<file path="config.mk">
export PLATFORM = sky130hd
export DESIGN_NAME = uart_core
export DESIGN_NICKNAME = d
export VERILOG_FILES = /design/src/shared/uart_pkg.sv /design/src/core/fifo_mem.sv /design/src/core/uart_core.sv
export SDC_FILE = /design/constraint.sdc
export NUM_CORES = 1
export LEC_CHECK = 0
export CAP_MARGIN = 20
export CORE_MARGIN = 2
export CORE_UTILIZATION = 27
export DETAILED_ROUTE_END_ITERATION = 16
export DONT_BUFFER_PORTS = 1
export SYNTH_ARGS = -nofsm -noshare
export SYNTH_HDL_FRONTEND = slang
export SYNTH_SLANG_ARGS = --single-unit
</file>
<file path="constraint.sdc">
create_clock -name clk -period 15 [get_ports clk]
set_input_delay 2.25 -clock clk [delete_from_list [all_inputs] [get_ports clk]]
set_output_delay 2.25 -clock clk [all_outputs]
set_load 0.01 [all_outputs]
</file>
<file path="src/shared/uart_pkg.sv">
/*
 * Constants and types of the serial channel.
 * Assumes nothing beyond a SystemVerilog-2012 tool.
 */
package uart_pkg;
    // FIFO depths
    localparam int unsigned DEPTH_HIGH_SPEED = 64;
    localparam int unsigned DEPTH_NORMAL = 16;
    // 16 oversampling ticks per bit
    localparam logic [3:0] TICK_LAST = 4'hf;
    localparam logic [3:0] SAMPLE_TICK = 4'h7;
    localparam logic [3:0] IR_PULSE_TICKS = 4'h3;
    localparam logic [2:0] DATA_LAST = 3'h7;
    localparam int unsigned NORMAL_DIV_ADD = 2;
    localparam logic [7:0] BREAK_EXTRA = 8'h02;
    // rx FIFO entry: {address, break, framing, parity, data}
    localparam int unsigned RX_W = 12;
    localparam int unsigned ERR_LSB = 8;
    localparam int unsigned ADDR_BIT = 11;
    // flag positions
    localparam int unsigned F_TX_EMPTY = 0;
    localparam int unsigned F_RX_THRESHOLD = 1;
    localparam int unsigned F_LINE_STATUS = 2;
    localparam int unsigned F_RX_TIMEOUT = 3;
    localparam int unsigned F_MODEM = 4;
    localparam int unsigned F_BUF_ERR = 5;
    localparam int unsigned F_LIN_BREAK = 6;
    localparam int unsigned N_FLAGS = 7;
    // reset values
    localparam logic LINE_IDLE = 1'b1;
    localparam logic [6:0] FLAGS_RESET = 7'h00;
    localparam logic [7:0] CNT8_RESET = 8'h00;
    localparam logic [3:0] CNT4_RESET = 4'h0;

    typedef enum logic [1:0] {
        FN_UART = 2'h0,
        FN_LIN = 2'h1,
        FN_IRDA = 2'h2,
        FN_RS485 = 2'h3
    } func_t;

    typedef enum logic [2:0] {
        TX_IDLE = 3'h0,
        TX_START = 3'h1,
        TX_DATA = 3'h3,
        TX_PAR = 3'h2,
        TX_STOP = 3'h6,
        TX_HOLD = 3'h7,
        TX_BREAK = 3'h5
    } tx_state_t;

    typedef enum logic [2:0] {
        RX_IDLE = 3'h0,
        RX_START = 3'h1,
        RX_DATA = 3'h3,
        RX_PAR = 3'h2,
        RX_STOP = 3'h6
    } rx_state_t;
endpackage : uart_pkg

</file>
<file path="src/core/fifo_mem.sv">
/*
 * One FIFO's storage with a registered read port.
 * Assumes next cycle's read address; a write to it is forwarded.
 */
`timescale 1ns/10ps
`default_nettype none
module fifo_mem #(
    parameter int unsigned WIDTH = 8,
    parameter int unsigned DEPTH = 16,
    parameter int unsigned AW = $clog2(DEPTH)
) (
    input wire logic clk,
    input wire logic resetn,
    input wire logic en,
    input wire logic we,
    input wire logic [AW-1:0] waddr,
    input wire logic [WIDTH-1:0] wdata,
    input wire logic [AW-1:0] raddr,
    output logic [WIDTH-1:0] rdata
);
    logic [WIDTH-1:0] mem [DEPTH];

    always_ff @(posedge clk) begin
        if (en && we) begin
            mem[waddr] <= wdata;
        end
    end

    always_ff @(posedge clk) begin
        if (!resetn) begin
            rdata <= '0;
        end else if (en) begin
            rdata <= (we && waddr == raddr) ? wdata : mem[raddr];
        end
    end
endmodule : fifo_mem
`default_nettype wire

</file>
<file path="src/core/uart_core.sv">
/*
 * Serial channel with tx and rx FIFOs, event flags and three line
 * functions: infrared encode/decode, LIN break, RS-485 nine-bit.
 * Assumes all inputs synchronous to clk; config held steady mid-frame.
 */
`timescale 1ns/10ps
`default_nettype none
module uart_core #(
    parameter int unsigned DEPTH = uart_pkg::DEPTH_NORMAL,
    parameter int unsigned AW = $clog2(DEPTH),
    parameter int unsigned DIV_W = 16
) (
    input wire logic clk,
    input wire logic resetn,
    input wire logic ce,
    input wire uart_pkg::func_t function_select,
    input wire logic [DIV_W-1:0] baud_divider,
    input wire logic parity_enable,
    input wire logic even_parity_select,
    input wire logic stick_parity,
    input wire logic [3:0] break_length_field,
    input wire logic lin_tx_start,
    output logic lin_tx_enable,
    input wire logic lin_rx_enable,
    input wire logic normal_multidrop_mode,
    input wire logic auto_address_mode,
    input wire logic auto_direction_mode,
    input wire logic pre_address_rx_disable,
    input wire logic receiver_disable,
    input wire logic [7:0] addr_match,
    input wire logic [7:0] tx_turnaround_delay,
    input wire logic driver_enable_polarity,
    input wire logic rts_manual,
    input wire logic rx_invert,
    input wire logic [AW:0] rx_trigger_level,
    input wire logic [7:0] rx_timeout_bits,
    input wire logic [6:0] irq_enable,
    input wire logic [6:0] flag_clear,
    input wire logic [7:0] tx_data,
    input wire logic tx_valid,
    output logic tx_ready,
    output logic [7:0] rx_data,
    output logic [2:0] rx_error,
    output logic rx_address,
    output logic rx_valid,
    input wire logic rx_ready,
    output logic [6:0] irq_flags,
    output logic irq,
    output logic transmitter_empty_flag,
    output logic txd,
    input wire logic rxd,
    output logic ir_tx,
    input wire logic ir_rx,
    output logic rts,
    input wire logic cts_n
);
    import uart_pkg::*;

    typedef struct packed {
        logic [DIV_W:0] div;
        tx_state_t tx_st;
        logic [3:0] tx_tick;
        logic [2:0] tx_bit;
        logic [7:0] tx_sh;
        logic tx_par;
        logic [7:0] tx_cnt;
        logic txd;
        logic ir_tx;
        logic de;
        logic lin_tx_en;
        logic lin_run;
        logic te;
        rx_state_t rx_st;
        logic [3:0] rx_tick;
        logic [2:0] rx_bit;
        logic [7:0] rx_sh;
        logic rx_nine;
        logic rx_prev;
        logic [3:0] ir_hold;
        logic seen_addr;
        logic match;
        logic cts_prev;
        logic [3:0] tout_tick;
        logic [7:0] tout_cnt;
        logic [6:0] flags;
        logic [AW-1:0] tx_wp;
        logic [AW-1:0] tx_rp;
        logic [AW-1:0] rx_wp;
        logic [AW-1:0] rx_rp;
        logic [AW:0] tx_n;
        logic [AW:0] rx_n;
    } state_t;

    localparam state_t STATE_RESET = '{
        div: '0, tx_st: TX_IDLE, tx_tick: CNT4_RESET, tx_bit: '0,
        tx_sh: CNT8_RESET, tx_par: 1'b0, tx_cnt: CNT8_RESET,
        txd: LINE_IDLE, ir_tx: 1'b0, de: 1'b0, lin_tx_en: 1'b0,
        lin_run: 1'b0, te: 1'b1, rx_st: RX_IDLE, rx_tick: CNT4_RESET,
        rx_bit: '0, rx_sh: CNT8_RESET, rx_nine: 1'b0, rx_prev: LINE_IDLE,
        ir_hold: CNT4_RESET, seen_addr: 1'b0, match: 1'b0,
        cts_prev: 1'b1, tout_tick: CNT4_RESET, tout_cnt: CNT8_RESET,
        flags: FLAGS_RESET, tx_wp: '0, tx_rp: '0, rx_wp: '0, rx_rp: '0,
        tx_n: '0, rx_n: '0};

    state_t s_r;
    state_t s_nxt;
    logic [DIV_W:0] period;
    logic tick;
    logic tx_end;
    logic rx_end;
    logic tx_push;
    logic tx_pop;
    logic rx_push;
    logic rx_pop;
    logic [RX_W-1:0] rx_word;
    logic [RX_W-1:0] rx_q;
    logic [7:0] tx_q;
    logic rx_line;
    logic ir_low;
    logic lin_mode;
    logic irda_mode;
    logic rs485_mode;
    logic fe;
    logic pe;
    logic brk;
    logic is_addr;
    logic store;
    logic [6:0] set_f;

    function automatic logic [AW-1:0] ptr_inc(input logic [AW-1:0] p);
        ptr_inc = (p == AW'(DEPTH - 1)) ? '0 : p + 1'b1;
    endfunction : ptr_inc

    // stick parity: bit is the inverse of even select
    function automatic logic parity_of(input logic [7:0] d,
                                       input logic even,
                                       input logic stick);
        parity_of = stick ? ~even : (even ? ^d : ~^d);
    endfunction : parity_of

    assign lin_mode = (function_select == FN_LIN);
    assign irda_mode = (function_select == FN_IRDA);
    assign rs485_mode = (function_select == FN_RS485);
    assign tx_ready = (s_r.tx_n != (AW + 1)'(DEPTH));
    assign rx_valid = (s_r.rx_n != '0);
    assign tx_push = tx_valid && tx_ready;
    assign rx_pop = rx_valid && rx_ready;
    assign rx_data = rx_q[7:0];
    assign rx_error = rx_q[ERR_LSB+2:ERR_LSB];
    assign rx_address = rx_q[ADDR_BIT];
    assign irq_flags = s_r.flags;
    assign irq = |(s_r.flags & irq_enable);
    assign transmitter_empty_flag = s_r.te;
    assign lin_tx_enable = s_r.lin_tx_en;
    assign txd = s_r.txd;
    assign ir_tx = s_r.ir_tx;
    // high enables the driver unless polarity is inverted
    assign rts = (auto_direction_mode ? s_r.de : rts_manual)
                 ^ driver_enable_polarity;
    // pulse-low input when inversion is set, as it is at idle
    assign ir_low = rx_invert ? ~ir_rx : ir_rx;
    assign rx_line = irda_mode ? (s_r.ir_hold == '0) : rxd;

    always_comb begin
        s_nxt = s_r;
        tx_pop = 1'b0;
        rx_push = 1'b0;
        rx_word = '0;
        set_f = '0;
        fe = 1'b0;
        pe = 1'b0;
        brk = 1'b0;
        is_addr = 1'b0;
        store = 1'b0;
        // 16x tick: divider+2 normally, divider alone in infrared
        period = {1'b0, baud_divider}
                 + (irda_mode ? '0 : (DIV_W + 1)'(NORMAL_DIV_ADD));
        tick = (period <= (DIV_W + 1)'(1)) || (s_r.div >= period - 1'b1);
        s_nxt.div = tick ? '0 : s_r.div + 1'b1;
        tx_end = tick && (s_r.tx_tick == TICK_LAST);
        rx_end = tick && (s_r.rx_tick == TICK_LAST);
        if (tick && s_r.tx_st != TX_IDLE) begin
            s_nxt.tx_tick = s_r.tx_tick + 4'h1;
        end
        if (lin_mode && lin_tx_start) begin
            s_nxt.lin_tx_en = 1'b1;
        end

        case (s_r.tx_st)
            TX_IDLE: begin
                s_nxt.tx_tick = CNT4_RESET;
                if (lin_mode && s_r.lin_tx_en) begin
                    s_nxt.tx_st = TX_BREAK;
                    s_nxt.tx_cnt = {4'h0, break_length_field}
                                   + BREAK_EXTRA;
                    s_nxt.txd = 1'b0;
                    s_nxt.de = 1'b1;
                end else if (s_r.tx_n != '0 && (!lin_mode || s_r.lin_run)
                             && !(irda_mode && s_r.rx_st != RX_IDLE)) begin
                    if (auto_direction_mode && !s_r.de) begin
                        s_nxt.de = 1'b1; // one cycle of lead
                    end else begin
                        tx_pop = 1'b1;
                        s_nxt.tx_sh = tx_q;
                        s_nxt.tx_par = parity_of(tx_q, even_parity_select,
                                                 stick_parity);
                        s_nxt.tx_st = TX_START;
                        s_nxt.txd = 1'b0;
                        s_nxt.de = 1'b1;
                    end
                end else if (s_r.tx_n == '0) begin
                    s_nxt.lin_run = 1'b0;
                end
            end
            TX_BREAK: begin
                if (tx_end) begin
                    s_nxt.tx_cnt = s_r.tx_cnt - 8'h01;
                    if (s_r.tx_cnt == 8'h01) begin
                        // delimiter bit, then queued bytes
                        s_nxt.lin_tx_en = 1'b0;
                        s_nxt.lin_run = 1'b1;
                        s_nxt.tx_st = TX_STOP;
                        s_nxt.txd = 1'b1;
                    end
                end
            end
            TX_START: begin
                if (tx_end) begin
                    s_nxt.tx_st = TX_DATA;
                    s_nxt.tx_bit = '0;
                    s_nxt.txd = s_r.tx_sh[0]; // lsb first
                end
            end
            TX_DATA: begin
                if (tx_end) begin
                    s_nxt.tx_sh = s_r.tx_sh >> 1;
                    s_nxt.tx_bit = s_r.tx_bit + 3'h1;
                    if (s_r.tx_bit != DATA_LAST) begin
                        s_nxt.txd = s_r.tx_sh[1];
                    end else if (parity_enable) begin
                        s_nxt.tx_st = TX_PAR;
                        s_nxt.txd = s_r.tx_par;
                    end else begin
                        s_nxt.tx_st = TX_STOP;
                        s_nxt.txd = 1'b1;
                    end
                end
            end
            TX_PAR: begin
                if (tx_end) begin
                    s_nxt.tx_st = TX_STOP;
                    s_nxt.txd = 1'b1;
                end
            end
            TX_STOP: begin
                if (tx_end) begin
                    s_nxt.tx_cnt = tx_turnaround_delay;
                    s_nxt.tx_st = (auto_direction_mode && s_r.tx_n == '0)
                                  ? TX_HOLD : TX_IDLE;
                end
            end
            TX_HOLD: begin
                // driver held for the delay in bit times
                if (s_r.tx_n != '0) begin
                    s_nxt.tx_st = TX_IDLE;
                end else if (s_r.tx_cnt == CNT8_RESET) begin
                    s_nxt.tx_st = TX_IDLE;
                    s_nxt.de = 1'b0;
                end else if (tx_end) begin
                    s_nxt.tx_cnt = s_r.tx_cnt - 8'h01;
                end
            end
            default: begin
                s_nxt.tx_st = TX_IDLE;
            end
        endcase
        if (!auto_direction_mode && s_nxt.tx_st == TX_IDLE) begin
            s_nxt.de = 1'b0;
        end
        // light pulse in the first 3 of 16 ticks of a zero
        s_nxt.ir_tx = irda_mode && s_nxt.tx_st != TX_IDLE && !s_nxt.txd
                      && s_nxt.tx_tick < IR_PULSE_TICKS;
        // set once tx is back in idle, after any turnaround hold, and nothing is queued
        s_nxt.te = (s_nxt.tx_st == TX_IDLE) && (s_r.tx_n == '0);

        // stretch each pulse to a bit; muted while sending
        if (irda_mode && ir_low && s_r.tx_st == TX_IDLE) begin
            s_nxt.ir_hold = TICK_LAST;
        end else if (tick && s_r.ir_hold != '0) begin
            s_nxt.ir_hold = s_r.ir_hold - 4'h1;
        end
        s_nxt.rx_prev = rx_line;
        if (tick && s_r.rx_st != RX_IDLE) begin
            s_nxt.rx_tick = s_r.rx_tick + 4'h1;
        end

        case (s_r.rx_st)
            RX_IDLE: begin
                s_nxt.rx_tick = CNT4_RESET;
                // a falling edge, so a held break does not retrigger
                if (!rx_line && s_r.rx_prev) begin
                    s_nxt.rx_st = RX_START;
                end
            end
            RX_START: begin
                if (tick && s_r.rx_tick == SAMPLE_TICK) begin
                    s_nxt.rx_tick = CNT4_RESET;
                    s_nxt.rx_bit = '0;
                    s_nxt.rx_st = rx_line ? RX_IDLE : RX_DATA;
                end
            end
            RX_DATA: begin
                if (rx_end) begin
                    s_nxt.rx_sh = {rx_line, s_r.rx_sh[7:1]};
                    s_nxt.rx_bit = s_r.rx_bit + 3'h1;
                    if (s_r.rx_bit == DATA_LAST) begin
                        s_nxt.rx_st = parity_enable ? RX_PAR : RX_STOP;
                        s_nxt.rx_nine = 1'b0;
                    end
                end
            end
            RX_PAR: begin
                if (rx_end) begin
                    s_nxt.rx_nine = rx_line;
                    s_nxt.rx_st = RX_STOP;
                end
            end
            RX_STOP: begin
                if (rx_end) begin
                    s_nxt.rx_st = RX_IDLE;
                    fe = !rx_line;
                    brk = fe && s_r.rx_sh == CNT8_RESET && !s_r.rx_nine;
                    is_addr = rs485_mode && parity_enable
                              && s_r.rx_nine;
                    pe = parity_enable && !stick_parity && !rs485_mode
                         && s_r.rx_nine != parity_of(s_r.rx_sh,
                                                     even_parity_select,
                                                     1'b0);
                    if (lin_mode && lin_rx_enable && brk) begin
                        set_f[F_LIN_BREAK] = 1'b1;
                    end else if (rs485_mode && auto_address_mode) begin
                        if (is_addr) begin
                            s_nxt.match = (s_r.rx_sh == addr_match);
                            store = (s_r.rx_sh == addr_match);
                        end else begin
                            store = s_r.match;
                        end
                    end else if (rs485_mode && normal_multidrop_mode) begin
                        if (is_addr) begin
                            s_nxt.seen_addr = 1'b1;
                            store = 1'b1;
                            set_f[F_LINE_STATUS] = 1'b1;
                        end else begin
                            store = !receiver_disable && (s_r.seen_addr
                                    || !pre_address_rx_disable);
                        end
                    end else begin
                        store = !receiver_disable;
                    end
                    if (store) begin
                        // error bits travel with the byte
                        rx_word = {is_addr, brk, fe, pe, s_r.rx_sh};
                        rx_push = (s_r.rx_n != (AW + 1)'(DEPTH));
                        set_f[F_BUF_ERR] = !rx_push;
                        set_f[F_LINE_STATUS] = set_f[F_LINE_STATUS]
                                               | pe | fe | brk;
                    end
                end
            end
            default: begin
                s_nxt.rx_st = RX_IDLE;
            end
        endcase

        // timeout counts idle bit times while data waits unread
        if (rx_push || rx_pop || s_r.rx_st != RX_IDLE || !rx_valid) begin
            s_nxt.tout_tick = CNT4_RESET;
            s_nxt.tout_cnt = CNT8_RESET;
        end else if (tick) begin
            s_nxt.tout_tick = s_r.tout_tick + 4'h1;
            if (s_r.tout_tick == TICK_LAST && s_r.tout_cnt != 8'hff) begin
                s_nxt.tout_cnt = s_r.tout_cnt + 8'h01;
            end
        end
        s_nxt.cts_prev = cts_n;
        set_f[F_MODEM] = (cts_n != s_r.cts_prev);

        // sticky flags, except tx empty, rx threshold and rx timeout: a set in the clearing cycle wins
        s_nxt.flags = set_f | (s_r.flags & ~flag_clear);
        s_nxt.flags[F_TX_EMPTY] = (s_nxt.tx_n == '0);
        s_nxt.flags[F_RX_THRESHOLD] = (rx_trigger_level != '0)
                                      && (s_nxt.rx_n >= rx_trigger_level);
        s_nxt.flags[F_RX_TIMEOUT] = (rx_timeout_bits != CNT8_RESET)
                                    && (s_r.tout_cnt >= rx_timeout_bits);

        if (tx_push) begin
            s_nxt.tx_wp = ptr_inc(s_r.tx_wp);
        end
        if (tx_pop) begin
            s_nxt.tx_rp = ptr_inc(s_r.tx_rp);
        end
        s_nxt.tx_n = s_r.tx_n + (AW + 1)'(tx_push) - (AW + 1)'(tx_pop);
        if (rx_push) begin
            s_nxt.rx_wp = ptr_inc(s_r.rx_wp);
        end
        if (rx_pop) begin
            s_nxt.rx_rp = ptr_inc(s_r.rx_rp);
        end
        s_nxt.rx_n = s_r.rx_n + (AW + 1)'(rx_push) - (AW + 1)'(rx_pop);
    end

    always_ff @(posedge clk) begin
        if (!resetn) begin
            s_r <= STATE_RESET;
        end else if (ce) begin
            s_r <= s_nxt;
        end
    end

    fifo_mem #(.WIDTH(8), .DEPTH(DEPTH), .AW(AW)) tx_mem (
        .clk(clk),
        .resetn(resetn),
        .en(ce),
        .we(tx_push),
        .waddr(s_r.tx_wp),
        .wdata(tx_data),
        .raddr(s_nxt.tx_rp),
        .rdata(tx_q)
    );

    fifo_mem #(.WIDTH(RX_W), .DEPTH(DEPTH), .AW(AW)) rx_mem (
        .clk(clk),
        .resetn(resetn),
        .en(ce),
        .we(rx_push),
        .waddr(s_r.rx_wp),
        .wdata(rx_word),
        .raddr(s_nxt.rx_rp),
        .rdata(rx_q)
    );
endmodule : uart_core
`default_nettype wire

</file>
==> results.py <==
metrics = {
    "run_status": {
        "status": "completed",
    },
    "worst_setup_path": {
        "crit_arrival_ns": 9.13,
        "crit_required_ns": 15.43,
        "slowest_delay_ns": 0.48,
        "crit_fanout": 18,
        "path_buf_inv": 4,
        "worst_path_max_delay_cell": "nor3b_1",
        "critical_path_class": "input port to register",
        "cp_common_cell": "ha_1",
        "cp-end-kind": "register",
        "crit_family": "simple AND/OR/NAND/NOR gates",
        "start_kind": "input port",
    },
    "routing": {
        "wl_met3_um": 4790,
        "postRouteAntennaNets": 0,
        "drc": 0,
        "top_layer_used": "met5",
        "drtIter0Drc": 1264,
        "met1_length_um": 24200,
        "via_per_inst": 4.96,
        "vias": 15100,
        "drt-total-wl_um": 56700,
        "routedWlPerCell_um": 18.6,
        "firstDrtPassIters": 5,
        "routed-wl-met2_um": 26200,
    },
    "clock_tree": {
        "cts_tree": "yes",
        "clock_latency_ns": 0.57,
        "cts_buffer_depth": 3,
        "cts_max_level": 2,
        "cts-buffers-inserted": 46,
        "cts.sinks": 462,
        "path_clk_slew_ns": 0.06,
        "cts_resized": 0,
        "post_cts_buffers": 0,
        "holdBufCountCts": 0,
        "clock-root-buffer": "clkbuf_16",
    },
    "power": {
        "power_density_nw_per_um2": 122,
        "p_leak_nw": 8.50,
        "ir_drop_v": 0.0000699,
    },
    "synthesis": {
        "synth_nets": 2144,
        "seq_area_frac_synth_pct": 55.6,
        "ys_async_sr_fraction_pct": 0,
        "synth_cells": 1973,
        "synth_flop_cell": "edfxtp_1",
        "ys_warn_count": 0,
        "syn_area_um2": 22400,
        "yosys.area.top_type": "edfxtp_1",
        "synthDistinctLibCells": 96,
        "ys_seq_elements": 462,
        "synth.avg_cell_area_um2": 11.4,
        "netlist.area_leader.share_pct": 42.9,
        "ys_top_cells_by_area": "edfxtp_1, dfxtp_1, mux2i_1, ha_1, nand2_1",
        "synth_edf_count": 320,
    },
    "final_layout": {
        "fin_area_um2": 25000,
        "area_delta_synth_final_pct": 11.3,
        "n_fill_cell": 8178,
        "finalNetCount": 2107,
        "drive_above_1_share_pct": 8.16,
    },
    "global_route": {
        "grt_pass1_wl_um": 85700,
        "grt_pass1_vias": 14800,
        "grt_start_max_net_pins": 102,
        "antenna_found_initial": 5,
        "overflow": 0,
        "track_usage_pct": 12.8,
    },
    "floorplan": {
        "die_w_um": 292,
        "rows": 105,
        "io_pins": 121,
        "dieHeight_um": 292,
        "core-area_um2": 82100,
        "dieArea_um2": 85300,
        "initial_utilization_pct": 27.3,
    },
    "sta": {
        "min_period_over_period_pct": 58.0,
        "setup_viol": 0,
        "rsz0062_at_grt": "no",
        "hold_violations": 0,
        "finClkSkew_ns": 0.0190,
        "drv_slew": 0,
        "min_period_ns": 8.70,
        "maxSlewHeadroom_pct": 28.8,
        "max_freq_mhz": 115,
        "tightest_slew_ns": 1.07,
        "fin_setup_tns_ns": 0,
    },
    "placed_design": {
        "place_hpwl_um": 38300,
        "port_buffers": 0,
        "place.gp.congestion": 0.810,
        "place_area_um2": 23400,
    },
    "worst_hold_path": {
        "hold_path.class": "register to register",
    },
    "run": {
        "maxCapViolCount": 0,
    },
}
## path summary, 6_finish.rpt
check	start	end	slack, ns	cells past startpoint
min reg2reg	s_r[73]$_SDFFE_PN0P_	s_r[73]$_SDFFE_PN0P_	0.46	2
min	s_r[73]$_SDFFE_PN0P_	s_r[73]$_SDFFE_PN0P_	0.46	2
max	function_select[0]	s_r[4]$_SDFFE_PN0P_	6.30	31
max reg2reg	s_r[3]$_SDFFE_PN0P_	rx_mem.rdata[8]$_SDFFE_PN0P_	10.39	13
## logic make-up after synthesis
group | Yosys count | share of synthesized area, %
simple gates | 669 | 14.0
mux | 158 | 8.55
flops | 462 | 55.6
buf+inv | 172 | 3.61
fa+ha+maj | 77 | 4.37
compound gates | 337 | 10.1
xor+xnor | 98 | 3.86
## report_power, final
group	total, W	internal [W]	leakage [nW]	switching (W)
Clock	0.00117	0.000684	0.715	0.000481
Sequential	0.00141	0.00138	3.63	0.0000332
Combinational	0.000455	0.000182	4.15	0.000273
Total	0.00303	0.00225	8.50	0.000788
## worst reg2reg max path, cell delays in order, from the launching register on
cell	delay, ns
dfxtp_1	0.33
inv_1	0.11
ha_1	0.17
or4b_1	0.78
nand2_8	0.24
a311oi_2	0.08
a21oi_4	0.12
buf_4	0.59
buf_4	0.83
mux2i_1	0.23
mux4_2	0.52
mux2i_1	0.16
mux2i_1	0.18
a21oi_1	0.20
## state kept, by name, summed over array words and instances (netlist names)
name and flops:
s_r 111, txd 1, rx_mem.rdata 12, transmitter_empty_flag 1, ir_tx 1, rx_mem.mem 192, irq_flags 7, lin_tx_enable 1
tx_mem.mem 128, tx_mem.rdata 8
## layer usage
metal / up-vias / track usage, %
met4: 2 / 3.75
met5: - / 0
li1: 7212 / -
met2: 456 / 21.0
met1: 7373 / 16.6
met3: 97 / 3.51
## final cells by class
cell class	count	area [um2]	share of cell area, %
timing repair buffer	22	163	0.652
inverter	65	245	0.983
antenna	9	22.5	0.0903
multi-input combinational	1339	9220	37.0
clock inverter	18	218	0.873
tap	1070	1340	5.37
sequential	462	12500	49.9
clock buffer	66	1290	5.17
## stage by stage
| stage | hold WS [ns] | total power [W] | utilization [%] | instances | setup slack (ns) |
|---|---|---|---|---|---|
| 2_1_floorplan | 0.427 | 0.00182 | - | 1973 | 7.07 |
| 3_3_place_gp | 0.444 | 0.00188 | 28.5 | 2953 | 5.71 |
| 3_5_place_dp | 0.450 | 0.00189 | 28.5 | 2953 | 5.69 |
| 4_1_cts | 0.458 | 0.00306 | 30.3 | 3037 | 6.27 |
| 5_1_grt | 0.475 | 0.00316 | 30.4 | 3042 | 5.66 |
| 6_report | 0.461 | 0.00303 | 30.4 | 3051 | 6.30 |
## cells in the final DEF (no fill, tap or decap), types with 9 or more instances in the layout
cell	synthesis	final
clkbuf_16	0	49
o221ai_1	13	13
and3_1	31	31
a31oi_1	35	35
edfxtp_1	320	320
ha_1	75	75
and2_1	14	14
buf_4	13	17
nand2b_1	14	14
nor3_1	37	33
mux4_2	26	26
nand3_1	79	79
inv_1	64	63
o21ai_0	56	56
xnor2_1	56	56
a32oi_1	17	17
a211oi_1	19	19
nand2_1	234	234
nor2_1	178	168
diode_2	0	9
a21oi_1	96	96
clkbuf_1	59	17
mux2i_1	127	125
nand4_1	15	15
or3_1	10	10
nor2_2	1	11
xor2_1	41	41
a22oi_1	15	15
a21o_1	15	15
dfxtp_1	142	142
nor4_1	14	14
## cells in the mapped netlist (16+ instances only)
master and n:
buf_2 16, edfxtp_1 320, clkbuf_1 59, dfxtp_1 142, and3_1 31, xor2_1 41
a32oi_1 17, a211oi_1 19, a31oi_1 35, o21ai_0 56, mux2i_1 127, inv_1 64
nand3_1 79, nand2_1 234, mux4_2 26, nor3_1 37, xnor2_1 56, a21oi_1 96
nor2_1 178, ha_1 75
Power figures use the tool's default switching activity.
